File: config.mk
export PLATFORM = sky130hd
export DESIGN_NAME = dtc_timer_top
export DESIGN_NICKNAME = d
export VERILOG_FILES = /design/src/logic/dtc_pkg.sv /design/src/logic/dtc_prescaler.sv /design/src/logic/dtc_pin_sync.sv /design/src/logic/dtc_timer_top.sv
export SDC_FILE = /design/constraint.sdc
export NUM_CORES = 1
export LEC_CHECK = 0
export BUFFER_PORTS_ARGS = -buffer_cell sky130_fd_sc_hd__buf_2
export CELL_PAD_IN_SITES_DETAIL_PLACEMENT = 0
export CELL_PAD_IN_SITES_GLOBAL_PLACEMENT = 1
export CORE_ASPECT_RATIO = 0.6
export CORE_UTILIZATION = 29
export DETAILED_ROUTE_END_ITERATION = 10
export PLACE_DENSITY = 0.62
export SLEW_MARGIN = 20
export SYNTH_ARGS = -nofsm -noshare
export SYNTH_HDL_FRONTEND = slang
export SYNTH_SLANG_ARGS = --single-unit
File: constraint.sdc
create_clock -name clk_sys -period 2.75 [get_ports clk_sys]
set_input_delay 0.1375 -clock clk_sys [delete_from_list [all_inputs] [get_ports clk_sys]]
set_output_delay 0.1375 -clock clk_sys [all_outputs]
set_load 0.01 [all_outputs]
File: src/logic/dtc_pkg.sv
// dtc_pkg: register map, field positions, reset values and prescale figures of the dual timer block.
// assumes: shared by the timer top, the pin synchroniser and the prescaler; nothing is imported.
package dtc_pkg;

  // special function register addresses
  localparam logic [7:0] ADDR_RUN_FLAGS = 8'h88;
  localparam logic [7:0] ADDR_MODE_SEL = 8'h89;
  localparam logic [7:0] ADDR_T0_LOW = 8'h8A;
  localparam logic [7:0] ADDR_T1_LOW = 8'h8B;
  localparam logic [7:0] ADDR_T0_HIGH = 8'h8C;
  localparam logic [7:0] ADDR_T1_HIGH = 8'h8D;
  localparam logic [7:0] ADDR_PRESCALE = 8'h8E;

  // run and flag register layout
  localparam int POS_T1_OVF = 7;
  localparam int POS_T1_RUN = 6;
  localparam int POS_T0_OVF = 5;
  localparam int POS_T0_RUN = 4;
  localparam int POS_IRQ_B_FLAG = 3;
  localparam int POS_IRQ_B_TYPE = 2;
  localparam int POS_IRQ_A_FLAG = 1;
  localparam int POS_IRQ_A_TYPE = 0;

  // mode register layout
  localparam int POS_T1_GATE = 7;
  localparam int POS_T1_SRC = 6;
  localparam int POS_T1_MODE = 4;
  localparam int POS_T0_GATE = 3;
  localparam int POS_T0_SRC = 2;
  localparam int POS_T0_MODE = 0;

  // prescale control layout
  localparam int POS_T1_PRESCALE = 4;
  localparam int POS_T0_PRESCALE = 3;
  localparam logic [7:0] PRESCALE_RESET = 8'h01;
  localparam logic [7:0] PRESCALE_WMASK = 8'h3F;

  // other reset values
  localparam logic [7:0] BYTE_RESET = 8'h00;

  // count limits
  localparam int LOW5_WIDTH = 5;
  localparam logic [12:0] COUNT13_ALL_ONES = 13'h1FFF;
  localparam logic [15:0] COUNT16_ALL_ONES = 16'hFFFF;
  localparam logic [7:0] COUNT8_ALL_ONES = 8'hFF;

  // prescale ratios in cpu clocks per increment
  localparam int DIV_FAST = 4;
  localparam int DIV_SLOW = 12;
  localparam logic [3:0] PRESCALE_LAST = 4'(DIV_SLOW - 1);
  localparam logic [1:0] FAST_LAST = 2'(DIV_FAST - 1);

  // synchronised pins
  localparam int PIN_COUNT = 4;
  localparam int PIN_IRQ_A = 0;
  localparam int PIN_IRQ_B = 1;
  localparam int PIN_CNT_A = 2;
  localparam int PIN_CNT_B = 3;

  typedef enum logic [1:0] {
    MODE_13BIT = 2'h0,
    MODE_16BIT = 2'h1,
    MODE_RELOAD = 2'h2,
    MODE_SPLIT = 2'h3
  } dtc_mode_t;

endpackage : dtc_pkg

File: src/logic/dtc_prescaler.sv
// dtc_prescaler: free running divide-by-12 counter giving a tick every 4 and every 12 cpu clocks.
// assumes: clk_sys is the cpu clock; ticks are one-cycle pulses read inside the timer top.
`timescale 1ns/1ps
module dtc_prescaler (
  // clock and reset
  input wire logic clk_sys,
  input wire logic reset_n,
  // ticks
  output logic tick_fast,
  output logic tick_slow
);

  logic [3:0] phase;
  logic [3:0] next_phase;

  // 4 divides 12, so one counter serves both rates and keeps them aligned
  assign next_phase = (phase == dtc_pkg::PRESCALE_LAST) ? 4'h0 : phase + 4'h1;
  assign tick_fast = (phase[1:0] == dtc_pkg::FAST_LAST);
  assign tick_slow = (phase == dtc_pkg::PRESCALE_LAST);

  always_ff @(posedge clk_sys) begin
    if (!reset_n) begin
      phase <= 4'h0;
    end else begin
      phase <= next_phase;
    end
  end

endmodule : dtc_prescaler

File: src/logic/dtc_pin_sync.sv
// dtc_pin_sync: two-stage synchronisers with falling edge detect for the interrupt and count pins.
// assumes: pins idle high; outputs are read only in the clk_sys domain.
`timescale 1ns/1ps
module dtc_pin_sync (
  // clock and reset
  input wire logic clk_sys,
  input wire logic reset_n,
  // raw pins
  input wire logic [dtc_pkg::PIN_COUNT-1:0] pin_raw,
  // synchronised view
  output logic [dtc_pkg::PIN_COUNT-1:0] pin_level,
  output logic [dtc_pkg::PIN_COUNT-1:0] pin_fall
);

  logic [dtc_pkg::PIN_COUNT-1:0] meta;
  logic [dtc_pkg::PIN_COUNT-1:0] stage;
  logic [dtc_pkg::PIN_COUNT-1:0] prev;

  genvar i;
  generate
    for (i = 0; i < dtc_pkg::PIN_COUNT; i++) begin : g_pin
      // meta feeds stage only; edges are judged on settled samples
      always_ff @(posedge clk_sys) begin
        if (!reset_n) begin
          meta[i] <= 1'b1;
          stage[i] <= 1'b1;
          prev[i] <= 1'b1;
        end else begin
          meta[i] <= pin_raw[i];
          stage[i] <= meta[i];
          prev[i] <= stage[i];
        end
      end
      assign pin_level[i] = stage[i];
      assign pin_fall[i] = prev[i] & ~stage[i];
    end
  endgenerate

endmodule : dtc_pin_sync

File: src/logic/dtc_timer_top.sv
// dtc_timer_top: two 16-bit timer/counters with run/flag, mode and prescale registers and two external
// interrupt detectors, reached through the cpu special function register port.
// assumes: cpu core gives one-cycle write/read strobes and one-cycle acknowledges when it vectors.
`timescale 1ns/1ps
module dtc_timer_top (
  // clock and reset
  input wire logic clk_sys,
  input wire logic reset_n,
  // special function register port
  input wire logic [7:0] sfr_addr,
  input wire logic sfr_wr,
  input wire logic sfr_rd,
  input wire logic [7:0] sfr_wdata,
  output logic [7:0] sfr_rdata,
  // vectoring acknowledges
  input wire logic ack_first_timer,
  input wire logic ack_second_timer,
  input wire logic ack_ext_irq_a,
  input wire logic ack_ext_irq_b,
  // pins
  input wire logic ext_irq_a_pin,
  input wire logic ext_irq_b_pin,
  input wire logic first_timer_count_pin,
  input wire logic second_timer_count_pin,
  // interrupt requests
  output logic first_timer_overflow_flag,
  output logic second_timer_overflow_flag,
  output logic ext_irq_a_request_flag,
  output logic ext_irq_b_request_flag,
  // overflow pulses
  output logic first_timer_overflow_pulse,
  output logic second_timer_overflow_pulse
);

  logic first_timer_run_bit;
  logic second_timer_run_bit;
  logic ext_irq_a_type_select;
  logic ext_irq_b_type_select;
  logic [7:0] timer_mode_select_reg;
  logic [7:0] clock_prescale_control_reg;
  logic [7:0] first_timer_low_byte;
  logic [7:0] first_timer_high_byte;
  logic [7:0] second_timer_low_byte;
  logic [7:0] second_timer_high_byte;

  // pin synchronisers and prescaler
  logic [dtc_pkg::PIN_COUNT-1:0] pin_level;
  logic [dtc_pkg::PIN_COUNT-1:0] pin_fall;
  logic tick_fast;
  logic tick_slow;

  dtc_pin_sync u_sync (
    .clk_sys(clk_sys),
    .reset_n(reset_n),
    .pin_raw({second_timer_count_pin, first_timer_count_pin, ext_irq_b_pin, ext_irq_a_pin}),
    .pin_level(pin_level),
    .pin_fall(pin_fall)
  );

  dtc_prescaler u_prescale (
    .clk_sys(clk_sys),
    .reset_n(reset_n),
    .tick_fast(tick_fast),
    .tick_slow(tick_slow)
  );

  // register decode
  wire wr_run_flags = sfr_wr && (sfr_addr == dtc_pkg::ADDR_RUN_FLAGS);
  wire wr_mode_sel = sfr_wr && (sfr_addr == dtc_pkg::ADDR_MODE_SEL);
  wire wr_prescale = sfr_wr && (sfr_addr == dtc_pkg::ADDR_PRESCALE);
  wire wr_t0_low = sfr_wr && (sfr_addr == dtc_pkg::ADDR_T0_LOW);
  wire wr_t0_high = sfr_wr && (sfr_addr == dtc_pkg::ADDR_T0_HIGH);
  wire wr_t1_low = sfr_wr && (sfr_addr == dtc_pkg::ADDR_T1_LOW);
  wire wr_t1_high = sfr_wr && (sfr_addr == dtc_pkg::ADDR_T1_HIGH);

  // mode register fields
  wire dtc_pkg::dtc_mode_t mode_t0 = dtc_pkg::dtc_mode_t'(timer_mode_select_reg[dtc_pkg::POS_T0_MODE +: 2]);
  wire dtc_pkg::dtc_mode_t mode_t1 = dtc_pkg::dtc_mode_t'(timer_mode_select_reg[dtc_pkg::POS_T1_MODE +: 2]);
  wire gate_t0 = timer_mode_select_reg[dtc_pkg::POS_T0_GATE];
  wire gate_t1 = timer_mode_select_reg[dtc_pkg::POS_T1_GATE];
  wire src_pin_t0 = timer_mode_select_reg[dtc_pkg::POS_T0_SRC];
  wire src_pin_t1 = timer_mode_select_reg[dtc_pkg::POS_T1_SRC];

  // clock source per timer
  wire tick_t0 = clock_prescale_control_reg[dtc_pkg::POS_T0_PRESCALE] ? tick_fast : tick_slow;
  wire tick_t1 = clock_prescale_control_reg[dtc_pkg::POS_T1_PRESCALE] ? tick_fast : tick_slow;
  wire event_t0 = src_pin_t0 ? pin_fall[dtc_pkg::PIN_CNT_A] : tick_t0;
  wire event_t1 = src_pin_t1 ? pin_fall[dtc_pkg::PIN_CNT_B] : tick_t1;

  // gating: an asserted (low) irq pin holds a gated timer
  wire open_t0 = ~gate_t0 | pin_level[dtc_pkg::PIN_IRQ_A];
  wire open_t1 = ~gate_t1 | pin_level[dtc_pkg::PIN_IRQ_B];
  wire split_t0 = (mode_t0 == dtc_pkg::MODE_SPLIT);

  // increment enables
  wire inc_t0 = first_timer_run_bit & open_t0 & event_t0;
  wire inc_t0_high = split_t0 & second_timer_run_bit & tick_t0;
  // timer 0 split borrows the run bit, so timer 1 then runs on its mode alone
  wire run_t1 = split_t0 | second_timer_run_bit;
  wire inc_t1 = run_t1 & open_t1 & event_t1 & (mode_t1 != dtc_pkg::MODE_SPLIT);

  // one step of a timer: {overflow, next high, next low}
  function automatic logic [16:0] dtc_step(input logic [7:0] low, input logic [7:0] high,
                                           input dtc_pkg::dtc_mode_t mode);
    logic [12:0] c13;
    logic [15:0] c16;
    logic [7:0] c8;
    logic wrap8;
    c13 = {high, low[dtc_pkg::LOW5_WIDTH-1:0]} + 13'h0001;
    c16 = {high, low} + 16'h0001;
    c8 = low + 8'h01;
    wrap8 = (low == dtc_pkg::COUNT8_ALL_ONES);
    case (mode)
      dtc_pkg::MODE_13BIT: begin
        // upper three low bits are left alone; software masks them
        dtc_step = {({high, low[dtc_pkg::LOW5_WIDTH-1:0]} == dtc_pkg::COUNT13_ALL_ONES),
                    c13[12:5], low[7:5], c13[4:0]};
      end
      dtc_pkg::MODE_16BIT: begin
        dtc_step = {({high, low} == dtc_pkg::COUNT16_ALL_ONES), c16};
      end
      dtc_pkg::MODE_RELOAD: begin
        dtc_step = {wrap8, high, (wrap8 ? high : c8)};
      end
      default: begin
        dtc_step = {wrap8, high, c8};
      end
    endcase
  endfunction : dtc_step

  wire [16:0] step_t0 = dtc_step(first_timer_low_byte, first_timer_high_byte, mode_t0);
  wire [16:0] step_t1 = dtc_step(second_timer_low_byte, second_timer_high_byte, mode_t1);
  wire ovf_t0 = inc_t0 & step_t0[16];
  wire ovf_t1 = inc_t1 & step_t1[16];
  wire ovf_t0_high = inc_t0_high & (first_timer_high_byte == dtc_pkg::COUNT8_ALL_ONES);

  // next counts; a cpu write to a byte wins over counting of that byte
  wire [7:0] high_t0_split = inc_t0_high ? first_timer_high_byte + 8'h01 : first_timer_high_byte;
  wire [7:0] next_t0_low = wr_t0_low ? sfr_wdata : (inc_t0 ? step_t0[7:0] : first_timer_low_byte);
  wire [7:0] next_t0_high = wr_t0_high ? sfr_wdata :
                            (split_t0 ? high_t0_split : (inc_t0 ? step_t0[15:8] : first_timer_high_byte));
  wire [7:0] next_t1_low = wr_t1_low ? sfr_wdata : (inc_t1 ? step_t1[7:0] : second_timer_low_byte);
  wire [7:0] next_t1_high = wr_t1_high ? sfr_wdata : (inc_t1 ? step_t1[15:8] : second_timer_high_byte);

  // overflow flags: a set in the same cycle as a clear wins
  wire set_ovf_t0 = ovf_t0;
  wire set_ovf_t1 = split_t0 ? ovf_t0_high : ovf_t1;
  wire keep_ovf_t0 = wr_run_flags ? sfr_wdata[dtc_pkg::POS_T0_OVF] : first_timer_overflow_flag;
  wire keep_ovf_t1 = wr_run_flags ? sfr_wdata[dtc_pkg::POS_T1_OVF] : second_timer_overflow_flag;
  wire next_ovf_t0 = set_ovf_t0 | (~ack_first_timer & keep_ovf_t0);
  wire next_ovf_t1 = set_ovf_t1 | (~ack_second_timer & keep_ovf_t1);

  // external requests: type select 1 edge, 0 level
  wire next_type_a = wr_run_flags ? sfr_wdata[dtc_pkg::POS_IRQ_A_TYPE] : ext_irq_a_type_select;
  wire next_type_b = wr_run_flags ? sfr_wdata[dtc_pkg::POS_IRQ_B_TYPE] : ext_irq_b_type_select;
  wire set_irq_a = ext_irq_a_type_select & pin_fall[dtc_pkg::PIN_IRQ_A];
  wire set_irq_b = ext_irq_b_type_select & pin_fall[dtc_pkg::PIN_IRQ_B];
  // software may only clear an edge request; writing 1 keeps the current value
  wire sw_keep_a = ~wr_run_flags | sfr_wdata[dtc_pkg::POS_IRQ_A_FLAG];
  wire sw_keep_b = ~wr_run_flags | sfr_wdata[dtc_pkg::POS_IRQ_B_FLAG];
  wire edge_irq_a = set_irq_a | (ext_irq_a_request_flag & sw_keep_a & ~ack_ext_irq_a);
  wire edge_irq_b = set_irq_b | (ext_irq_b_request_flag & sw_keep_b & ~ack_ext_irq_b);
  wire next_irq_a = ext_irq_a_type_select ? edge_irq_a : ~pin_level[dtc_pkg::PIN_IRQ_A];
  wire next_irq_b = ext_irq_b_type_select ? edge_irq_b : ~pin_level[dtc_pkg::PIN_IRQ_B];

  // read view of the run and flag register
  logic [7:0] run_flags_view;
  assign run_flags_view[dtc_pkg::POS_T1_OVF] = second_timer_overflow_flag;
  assign run_flags_view[dtc_pkg::POS_T1_RUN] = second_timer_run_bit;
  assign run_flags_view[dtc_pkg::POS_T0_OVF] = first_timer_overflow_flag;
  assign run_flags_view[dtc_pkg::POS_T0_RUN] = first_timer_run_bit;
  assign run_flags_view[dtc_pkg::POS_IRQ_B_FLAG] = ext_irq_b_request_flag;
  assign run_flags_view[dtc_pkg::POS_IRQ_B_TYPE] = ext_irq_b_type_select;
  assign run_flags_view[dtc_pkg::POS_IRQ_A_FLAG] = ext_irq_a_request_flag;
  assign run_flags_view[dtc_pkg::POS_IRQ_A_TYPE] = ext_irq_a_type_select;

  // unmapped addresses read as zero
  wire [7:0] read_mux =
    (sfr_addr == dtc_pkg::ADDR_RUN_FLAGS) ? run_flags_view :
    (sfr_addr == dtc_pkg::ADDR_MODE_SEL) ? timer_mode_select_reg :
    (sfr_addr == dtc_pkg::ADDR_PRESCALE) ? clock_prescale_control_reg :
    (sfr_addr == dtc_pkg::ADDR_T0_LOW) ? first_timer_low_byte :
    (sfr_addr == dtc_pkg::ADDR_T0_HIGH) ? first_timer_high_byte :
    (sfr_addr == dtc_pkg::ADDR_T1_LOW) ? second_timer_low_byte :
    (sfr_addr == dtc_pkg::ADDR_T1_HIGH) ? second_timer_high_byte : dtc_pkg::BYTE_RESET;

  // control registers
  always_ff @(posedge clk_sys) begin
    if (!reset_n) begin
      first_timer_run_bit <= 1'b0;
      second_timer_run_bit <= 1'b0;
      ext_irq_a_type_select <= 1'b0;
      ext_irq_b_type_select <= 1'b0;
      timer_mode_select_reg <= dtc_pkg::BYTE_RESET;
      clock_prescale_control_reg <= dtc_pkg::PRESCALE_RESET;
      sfr_rdata <= dtc_pkg::BYTE_RESET;
    end else begin
      if (wr_run_flags) begin
        first_timer_run_bit <= sfr_wdata[dtc_pkg::POS_T0_RUN];
        second_timer_run_bit <= sfr_wdata[dtc_pkg::POS_T1_RUN];
      end
      ext_irq_a_type_select <= next_type_a;
      ext_irq_b_type_select <= next_type_b;
      if (wr_mode_sel) begin
        timer_mode_select_reg <= sfr_wdata;
      end
      if (wr_prescale) begin
        clock_prescale_control_reg <= sfr_wdata & dtc_pkg::PRESCALE_WMASK;
      end
      if (sfr_rd) begin
        sfr_rdata <= read_mux;
      end
    end
  end

  // counts
  always_ff @(posedge clk_sys) begin
    if (!reset_n) begin
      first_timer_low_byte <= dtc_pkg::BYTE_RESET;
      first_timer_high_byte <= dtc_pkg::BYTE_RESET;
      second_timer_low_byte <= dtc_pkg::BYTE_RESET;
      second_timer_high_byte <= dtc_pkg::BYTE_RESET;
    end else begin
      first_timer_low_byte <= next_t0_low;
      first_timer_high_byte <= next_t0_high;
      second_timer_low_byte <= next_t1_low;
      second_timer_high_byte <= next_t1_high;
    end
  end

  // flags and pulses
  always_ff @(posedge clk_sys) begin
    if (!reset_n) begin
      first_timer_overflow_flag <= 1'b0;
      second_timer_overflow_flag <= 1'b0;
      ext_irq_a_request_flag <= 1'b0;
      ext_irq_b_request_flag <= 1'b0;
      first_timer_overflow_pulse <= 1'b0;
      second_timer_overflow_pulse <= 1'b0;
    end else begin
      first_timer_overflow_flag <= next_ovf_t0;
      second_timer_overflow_flag <= next_ovf_t1;
      ext_irq_a_request_flag <= next_irq_a;
      ext_irq_b_request_flag <= next_irq_b;
      first_timer_overflow_pulse <= ovf_t0;
      second_timer_overflow_pulse <= ovf_t1;
    end
  end
endmodule : dtc_timer_top

# --- Word-level counts from Yosys, hierarchy flattened ---
# Index checks and enable logic that the tools add are counted.
totals:
  regBits: 80
  input_bits: 28
  word_cells: 160
op_classes:
  add_sub_neg: 8
  eq_ne: 27
  muxes: 30
  bitwise: 43
  n_reduce_logical: 20
op_table:
  columns: ["cell", "n"]
  rows:
  - ["8-bit two-way mux", 19]
  - ["17-bit case mux with 3 select lines", 2]
  - ["8-bit == test, second input constant", 10]
  - ["16-bit by 1-bit adder with 16-bit output, second input constant", 2]
  - ["16-bit == test, second input constant", 2]
  - ["13-bit by 1-bit adder with 13-bit output, second input constant", 2]
  - ["13-bit == test, second input constant", 2]
  - ["8-bit by 1-bit adder with 8-bit output, second input constant", 3]
  - ["1-bit AND", 22]
  - ["1-bit NOT", 12]
  - ["1-bit two-way mux", 9]
  - ["1-bit OR", 9]
  - ["2-bit == test, second input constant", 4]
  - ["2-bit != test, second input constant", 4]
  - ["1-bit logical AND", 7]
  - ["2-bit nonzero test", 3]
  - ["3-bit nonzero test", 2]
  - ["4-bit by 1-bit adder with 4-bit output, second input constant", 1]
  - ["2-bit by 1-bit == test with 1-bit output, second input constant", 2]
  - ["4-bit == test, second input constant", 1]
  - ["2-bit logical NOT", 2]
  - ["2-bit AND reduction", 2]
  - ["4-bit AND reduction", 1]
  - ["4-bit nonzero test", 1]
  - ["4 further kinds", 4]

# --- Longest topological paths before layout ---
# Gate-level depths: netlist of run 1.
logic_depth:
  depth_word: 8
  depth_mapped: 8
  depth_no_buf: 7

# --- Modules after synthesis ---
# A second synthesis of run 1 with hierarchy kept.
hier_totals:
  cells_unflattened: 622
  area_unflattened_um2: 4850.9
modules_own_cells:
  columns: ["module", "instances", "cells_each", "area_each_um2"]
  rows:
  - ["dtc_timer_top", 1, 575, 4311.6]
  - ["dtc_pin_sync", 1, 29, 364.1]
  - ["dtc_prescaler", 1, 18, 175.2]

# --- Least setup slack after synthesis of run 1 ---
# OpenSTA, ideal clock, no wires.
synth_path:
  kind: "register to register"
  startpoint: "register first_timer_low_byte[0]"
  endpoint: "register first_timer_low_byte[1]"
  setup_ps: 121
  t_arrival_ps: 1979
  slack_ps: 649
  path_stages_with_launch: 7
  period_less_slack_ps: 2101
  cell_sequence: "dfxtp_1 > ha_1 > nand4_2 > nor4_1 > mux2_2 > mux2i_1 > o22ai_1"
synth_between:
  elab_chain_cells: 5
synth_lines:
  columns: ["element", "line_no", "rtl"]
  rows:
  - ["start, declared", "dtc_timer_top.sv:41", "logic [7:0] first_timer_low_byte;"]
  - ["start signal, assigned", "dtc_timer_top.sv:219", "first_timer_low_byte <= dtc_pkg::BYTE_RESET;"]
  - ["start signal, assigned", "dtc_timer_top.sv:224", "first_timer_low_byte <= next_t0_low;"]
  - ["8-bit by 1-bit adder with 8-bit output or 8-bit == test (tied branches)", "dtc_timer_top.sv:111, dtc_timer_top.sv:112", null]
  - ["8-bit two-way mux", "dtc_timer_top.sv:123", "dtc_step = {wrap8, high, (wrap8 ? high : c8)};"]
  - ["17-bit case mux with 3 select lines (*)", "dtc_timer_top.sv:113", "case (mode)"]
  - ["8-bit two-way mux (*) (2 in a row)", "dtc_timer_top.sv:139", "wire [7:0] next_t0_low = wr_t0_low ? sfr_wdata : (inc_t0 ? step_t0[7:0] : first_timer_low_byte);"]
# Every way passes the cells marked *; elsewhere a longest branch is shown, timed or not. The select of a mux whose other input is x is not followed.
# A chain may end at the register's enable or synchronous reset.

# --- Worst setup path in the final report of run 1 ---
layout_path:
  startpoint: "register u_sync.stage (netlist bit u_sync.pin_level[3])"
  endpoint: "register second_timer_high_byte[5]"
layout_between:
  elab_chain_cells: 7
layout_lines:
  columns: ["element", "line_no", "rtl"]
  rows:
  - ["start, declared", "dtc_pin_sync.sv:16", "logic [dtc_pkg::PIN_COUNT-1:0] stage;"]
  - ["start signal, assigned by index", "dtc_pin_sync.sv:30", "stage[i] <= meta[i];"]
  - ["1-bit NOT", "dtc_pin_sync.sv:35", "assign pin_fall[i] = prev[i] & ~stage[i];"]
  - ["1-bit AND", "dtc_pin_sync.sv:35", null]
  - ["1-bit two-way mux", "dtc_timer_top.sv:88", "wire event_t1 = src_pin_t1 ? pin_fall[dtc_pkg::PIN_CNT_B] : tick_t1;"]
  - ["1-bit AND (2 in a row)", "dtc_timer_top.sv:100", "wire inc_t1 = run_t1 & open_t1 & event_t1 & (mode_t1 != dtc_pkg::MODE_SPLIT);"]
  - ["2-bit nonzero test (no source line)", null, null]
  - ["3-bit AND reduction (no source line)", null, null]
  - ["end signal, assigned", "dtc_timer_top.sv:222", "second_timer_high_byte <= dtc_pkg::BYTE_RESET;"]
  - ["end signal, assigned", "dtc_timer_top.sv:227", "second_timer_high_byte <= next_t1_high;"]
  - ["end, declared", "dtc_timer_top.sv:44", "logic [7:0] second_timer_high_byte;"]
# No other way between the ends.

==> summary by stage, run 1 <==
Synthesis
The mean instance size in the synthesized netlist is 7.65 um2. Synthesis handed over a netlist of 625 instances. Ranked by total cell area, the synthesized netlist is headed by sky130_fd_sc_hd__dfxtp_1 34%, sky130_fd_sc_hd__a21oi_1 5.3%, sky130_fd_sc_hd__nand2_1 5.3%.

The synthesized netlist contains 67 unique library cells. The total of warnings raised by yosys is 0. For this run, the register share of the synthesized area comes to 0.335. The post-synth net total is 657. The most used flip-flop cell after synthesis is sky130_fd_sc_hd__dfxtp_1. The share of flip-flops with an asynchronous set or reset after synthesis is 0. The biggest area contributor in the post-synthesis netlist is sky130_fd_sc_hd__dfxtp_1. The post-synthesis instance area is 4780 um2. The fraction of synthesized cell area taken by the top area cell type is 0.335. The number of synthesized register bits is 80. The number of flops mapped to enable cells by yosys is 0.

Outcome
The flow ran to the end, and the final reports show no timing, DRC or antenna violations.

Layout
The final-stage net count is 692. The most common cell after layout, fill and taps aside is sky130_fd_sc_hd__dfxtp_1. 0 antenna diodes ended up in the layout. Leaving out fill and tap cells, the most frequent cells in the layout are 80 x sky130_fd_sc_hd__dfxtp_1, 67 x sky130_fd_sc_hd__nand2_1, 55 x sky130_fd_sc_hd__nor2_1. The area growth from synthesis to layout is 16.6%.

The layout has 1685 filler cells. In the final layout, the share of cells above drive strength 1 is 0.131.

STA
Setup repair after global routing left no endpoint under its margin. The count of endpoints failing setup in the final report is 0. The count of pins over their slew limit was 0. The final-layout setup total negative slack is 0 ns. The post-route clock period utilization is 0.903. The smallest hold slack is 0.0802 ns. The top achievable clock speed is 403 MHz. At the pin with the least slew margin, the transition time is 0.738 ns. The relative slew slack is 0.495. The worst clock skew on the final layout is 0.00789 ns. The number of hold violations in the final report is 0.

The minimum clock period is 2.48 ns.

Detailed routing
For this run, the detailed router's first-pass iteration total came to 5. The remaining antenna violation count after routing is 0. The vias after detailed routing is 5046.

Dividing the detail-routed via count by the number of cells gives 5.81. The wire length after detailed routing is 18200 um. After the first detailed-routing iteration, the DRC count stood at 485. After detailed routing, the average wire length per cell comes to 21.0 um. The DRC violation count after routing is 0.

Pwr
The combinational cell fraction of total power is 0.062. The switching share of power is 0.252. Cell internal power was estimated by the tool at 0.00196 W. Of the total power, the clock network draws 0.488. The net switching power is 0.000660 W. The leakage power figure is 1.93 nW.

The highest ir drop seen on vdd is 0.000232 V. The power density over the cells is 471 nW/um2. The part of the total power dissipated in sequential elements is 0.450.

Clocking
In this run the deepest clock path goes through 2 buffers. The insertion delay to the later sink of the worst-skew pair is 0.35 ns. The clock tree from TritonCTS is done. The number of clock buffers inserted by TritonCTS is 9. After clock tree synthesis, the setup repair step added 0 buffers.

The number of sinks driven by the clock tree is 80. The clock transition at the registers of the reported paths is 0.07 ns. The total of hold buffers inserted after clock tree synthesis is 4.

The clock tree root buffer cell is sky130_fd_sc_hd__clkbuf_16. Gates resized during post-CTS repair numbered 0. The H-tree depth is 3.

Worst setup path
The worst stage delay on the critical path is 0.74 ns. The combined buffer and inverter count along the critical path is 0. STA puts the critical path data arrival time at 2.72 ns.

The gate family responsible for the most delay along the worst path is compound AO/OA/AOI/OAI gates. The path depth of the worst reg2reg path is 6. The critical path start-end classification is reg2reg.

The worst register-to-register path ends at second_timer_high_byte[5]. Traced cell by cell, the critical path runs through nand2b_1 > a2111oi_0 > o221ai_1 > nor3_1 > xnor2_1 > a21oi_1. The largest fanout on the critical path is 4. The sort of element at the start of the critical path is a flip-flop.

The required time of the critical path is 2.99 ns. The type of element capturing the critical path is a flip-flop. The minimum setup slack among reg-to-reg paths is 0.27 ns. The cell type of the slowest stage on the worst timing path is sky130_fd_sc_hd__a2111oi_0. The startpoint identified for the worst register-to-register timing path is u_sync.pin_level[3].

Global route
The total routing resource utilization after global routing is 0.218. The first global-routing pass estimated 27800 um of wire. Entering global routing, the biggest net connects 29 pins. The number of antenna violations at the first check in global routing came to 0. Summed over all layers, the global routing overflow is 0. The via count of the first global-routing pass is 4544.

Die
The number of top-level design ports is 42. For this configuration, the core starts out at a cell density of 0.304. The count of standard-cell rows is 35. After floorplanning, the core was sized to cover 15700 um2. The die is 168 um wide. The total die area is 17000 um2. Measured along the y axis, the die boundary spans 101 um.

Place
At the end of routability-driven placement, the weighted congestion stood at 0.902. Port buffering added 41 buffers. The placed wire-length estimate after detailed placement is 13600 um.

Hold path
The start point of the worst hold path is ack_ext_irq_a. The worst hold path class is in2reg. Counting instances, the worst hold path has a depth of 3. The path with the worst hold slack has its endpoint at ext_irq_a_request_flag.

Flow run
The number of maximum-capacitance constraint violations is 0.
-- worst max-delay path by stage --
| stage | slack [ns] | from | endpoint | depth (start not counted) |
|---|---|---|---|---|
| after CTS | 0.28 | u_sync.pin_level[3] | second_timer_high_byte[4] | 6 |
| after detailed placement | 0.28 | u_sync.pin_level[3] | second_timer_high_byte[4] | 6 |
| after global placement | 0.34 | u_sync.pin_level[3] | second_timer_high_byte[4] | 6 |
| after floorplan | 0.65 | first_timer_low_byte[0] | first_timer_low_byte[1] | 6 |
| final | 0.27 | u_sync.pin_level[3] | second_timer_high_byte[5] | 6 |
| after global routing | 0.11 | u_sync.pin_level[3] | second_timer_high_byte[3] | 6 |
-- through the flow --
step	std cells	instance area (um2)	worst slack (ns)	total power, W	utilization
final	868	5570	0.268	0.00262	0.354
after floorplan	625	4780	0.649	0.00129	-
after detailed placement	848	5220	0.282	0.00136	0.332
after CTS	868	5570	0.279	0.00264	0.354
after global placement	848	5220	0.345	0.00136	0.332
after global routing	868	5570	0.112	0.00271	0.354
-- layer usage --
layer  part of all wire  GRT usage  vias up  wire (um)
li1                   -          -     2377          -
met3              0.094     0.0633       16       1710
met4             0.0074     0.0402        0        134
met5                  0          0        -          0
met1               0.52      0.340     2425       9530
met2               0.37      0.288      228       6810
-- worst register-to-register path, delay by kind of cell (launching register included) --
family           cells  cell delay (ns)
AO/OA/AOI/OAI        3             1.35
XOR/XNOR             1             0.16
flip-flops           1             0.31
AND/OR/NAND/NOR      2             0.55
-- power groups by stage --
stage               logic (W)  clock network, W  registers (W)
floorplan           0.0000818                 0        0.00120
global placement     0.000157                 0        0.00121
detailed placement   0.000156                 0        0.00121
CTS                  0.000161           0.00130        0.00118
global route         0.000176           0.00135        0.00118
finish               0.000163           0.00128        0.00118
-- cells in the mapped netlist, types with 3 or more instances --
master and number:
sky130_fd_sc_hd__nor3_1 17, sky130_fd_sc_hd__o31ai_1 5, sky130_fd_sc_hd__mux2i_1 18, sky130_fd_sc_hd__o211ai_1 10, sky130_fd_sc_hd__nor4_1 5, sky130_fd_sc_hd__nand3_1 24, sky130_fd_sc_hd__a222oi_1 6, sky130_fd_sc_hd__o221ai_1 3
sky130_fd_sc_hd__dfxtp_1 80, sky130_fd_sc_hd__nor2_1 55, sky130_fd_sc_hd__and3_1 3, sky130_fd_sc_hd__a211oi_1 7, sky130_fd_sc_hd__nand2b_1 16, sky130_fd_sc_hd__a21oi_1 51, sky130_fd_sc_hd__ha_1 4, sky130_fd_sc_hd__xnor2_1 17
sky130_fd_sc_hd__o22ai_1 17, sky130_fd_sc_hd__a221o_1 7, sky130_fd_sc_hd__nand2_1 67, sky130_fd_sc_hd__nand4_1 8, sky130_fd_sc_hd__a21o_1 3, sky130_fd_sc_hd__clkinv_1 3, sky130_fd_sc_hd__nor2b_1 13, sky130_fd_sc_hd__a31oi_1 21
sky130_fd_sc_hd__buf_2 7, sky130_fd_sc_hd__or3_1 4, sky130_fd_sc_hd__inv_1 25, sky130_fd_sc_hd__clkbuf_1 31, sky130_fd_sc_hd__o21ai_0 46
-- cell type report --
type                            count  area, um2  area share
Multi-Input combinational cell    477       2910       0.522
Clock inverter                      6       73.8      0.0132
Sequential cell                    80       1600       0.287
Clock buffer                       10        239      0.0429
Tap cell                          203        254      0.0456
Inverter                           28        105      0.0189
Timing Repair Buffer               64        388      0.0696
-- cell families (layout without fill, tap and decap cells) --
group,Yosys count,count (layout),synth area share
multiplexers,21,21,0.0455
AND/OR/NAND/NOR,233,233,0.249
adder cells (fa/ha/maj),4,4,0.0105
buffers and inverters,68,108,0.0560
XOR/XNOR,18,18,0.0330
AO/OA/AOI/OAI,201,201,0.271
flip-flops,80,80,0.335
No activity file was read; power rests on OpenSTA's default activity.
==> inputs of run 2 (changes only) <==
HOLD_SLACK_MARGIN = 0.1   (was unset)
==> summary by stage, run 2 (synthesis gave the netlist of run 1 again) <==
Die
The width of the chip is 168 um. Measured along the y axis, the die boundary spans 101 um. Row generation in the floorplan step produced 35 rows. The die covers 17000 um2. 42 I/O pins were placed. The effective utilization at floorplan is 0.304. The total area inside the core boundary comes to 15700 um2.

Detailed routing
After detailed routing, the number of remaining DRC violations is 0. The count of TritonRoute iterations in the first routing pass is 5. The DRC violation total after the first TritonRoute iteration is 490. The vias after detailed routing is 5055.

Dividing the detail-routed wire length by the instance count gives 20.9 um. Once detail routing completed, the nets flagged for antenna violations numbered 0. The wire length after detailed routing is 18200 um. The routed via count divided by cell count is 5.80.

Layout
The number of inserted diodes is 0. At the end of the flow, the number of nets in the layout was 695. The most common cell after layout, fill and taps aside is sky130_fd_sc_hd__dfxtp_1. The number of cells in the finished layout apart from fillers is 871. The number of fill cells is 1681. Of the cells placed in the final design, the portion with a size suffix greater than 1 is 0.130. The library cells used most frequently in the layout, excluding fill and tap cells, are 80 x sky130_fd_sc_hd__dfxtp_1, 67 x sky130_fd_sc_hd__nand2_1, 55 x sky130_fd_sc_hd__nor2_1. The signed area change from the synthesized netlist to the final layout is 17.2%.

STA
Of the available clock period, the critical path in the final layout requires 0.914. Setup repair after global routing left no endpoint under its margin. For the final routed database, the setup TNS stands at 0 ns. Static timing analysis puts the maximum clock frequency at 398 MHz. The routed design could run at a clock period as short as 2.51 ns. Between clock sinks in the finished design, the worst skew comes to 0.0102 ns. The count of pins over their slew limit is 0. The number of hold violations in the final report is 0. The count of endpoints failing setup in the final report is 0. The transition time at the pin with the least slew margin is 0.761 ns. The relative slew slack is 0.480.

Clocking
The clock net in this run drives a total of 80 sinks. The total setup buffers inserted after CTS is 0. The clock tree root buffer cell is sky130_fd_sc_hd__clkbuf_16.

The clock transition at the registers of the reported paths is 0.07 ns. The number of clock buffers inserted by TritonCTS is 9. The total of hold buffers inserted after clock tree synthesis is 7. The clock passes through at most 2 buffers. After clock tree synthesis, the repair step resized 0 gates. The H-tree depth is 3. The clock tree from TritonCTS is done. The later pin in the worst-skew pair is clocked with a latency of 0.35 ns.

Place
Routability-driven placement finished with a final weighted congestion of 0.902. The placed wire-length estimate after detailed placement is 13600 um. The number of placed instances, taps included is 848. The number of port buffers is 41.

Global route
The total routing resource utilization after global routing is 0.219. The via count of the first global-routing pass is 4550. For this run the aggregate overflow at the end of global routing stands at 0.

The number of antenna violations at the first check in global routing is 0. The first global-routing pass estimated 27800 um of wire. Entering global routing, the biggest net connects 29 pins.

Pwr
The clock share of power is 0.488. The leakage power figure is 1.95 nW. Of the total power, the share spent switching nets is 0.254. The worst-case IR drop observed on VDD is 0.000234 V. The internal power is 0.00196 W. The power density over the cells is 470 nW/um2. The design draws 0.00263 W. The part of the total power dissipated in sequential elements is 0.448. For this design the total switching power over the nets is 0.000667 W. The combinational cell fraction of total power is 0.063.

Hold path
The worst hold path class is in2reg.

Outcome
The flow ran to the end, and the final reports show no timing, DRC or antenna violations.

Flow run
The tool flagged a number of max-cap violations equal to 0.

Worst setup path
The worst setup path is of the reg2reg kind. The type of element capturing the critical path is a flip-flop. The largest fanout on the critical path is 4.

The required time of the critical path is 2.99 ns. The sort of element at the start of the critical path is a flip-flop. The data arrival time of the critical path is 2.75 ns.
-- run 2: changes by cell type in the layout (fill, tap and decap cells not counted), sizes merged --
cell         change
dlygate4sd3      +3
-- run 2: area by class of cell --
cell class,count,area [um2],area share
well taps,203,254,0.0453
clock inverters,6,73.8,0.0132
repair buffers,67,418,0.0746
inverters,28,105,0.0188
multi-input cells,477,2910,0.520
flip-flops and latches,80,1600,0.286
clock buffers,10,239,0.0427
-- run 2: worst max-delay path: stages, from the launching register on --
cell	delay, ns
sky130_fd_sc_hd__dfxtp_1	0.31
sky130_fd_sc_hd__nand2b_1	0.24
sky130_fd_sc_hd__a2111oi_0	0.76
sky130_fd_sc_hd__o221ai_1	0.54
sky130_fd_sc_hd__nor3_1	0.32
sky130_fd_sc_hd__xnor2_1	0.16
sky130_fd_sc_hd__a21oi_1	0.08
-- run 2: per-layer routing --
layer / vias to the layer above / GRT usage / part of all wire / wire, um
li1: 2374 / - / - / -
met1: 2464 / 0.340 / 0.53 / 9610
met2: 199 / 0.288 / 0.38 / 6900
met3: 18 / 0.0633 / 0.086 / 1560
met4: 0 / 0.0402 / 0.0078 / 142
met5: - / 0 / 0 / 0
-- run 2: per-stage QoR --
stage / setup slack, ns / cell area (um2) / hold slack (ns) / utilization
5_1_grt: 0.112 / 5600 / 0.159 / 0.356
4_1_cts: 0.279 / 5600 / 0.132 / 0.356
3_5_place_dp: 0.282 / 5220 / 0.324 / 0.332
3_3_place_gp: 0.345 / 5220 / 0.320 / 0.332
6_report: 0.235 / 5600 / 0.135 / 0.356
2_1_floorplan: 0.649 / 4780 / 0.239 / -
-- run 2: path summary, 6_finish.rpt --
path	slack, ns	to	cells past startpoint	start
max	0.24	second_timer_high_byte[5]	6	u_sync.pin_level[3]
min	0.13	second_timer_overflow_flag	3	ack_second_timer
max reg2reg	0.24	second_timer_high_byte[5]	6	u_sync.pin_level[3]
min reg2reg	0.41	u_sync.pin_level[2]	1	u_sync.meta[2]
-- run 2: power by group through the flow --
| stage | clock, W | sequential, W | combinational (W) |
|---|---|---|---|
| 4_1_cts | 0.00130 | 0.00118 | 0.000164 |
| 3_5_place_dp | 0 | 0.00121 | 0.000156 |
| 5_1_grt | 0.00135 | 0.00118 | 0.000179 |
| 2_1_floorplan | 0 | 0.00120 | 0.0000818 |
| 6_report | 0.00129 | 0.00118 | 0.000166 |
| 3_3_place_gp | 0 | 0.00121 | 0.000157 |
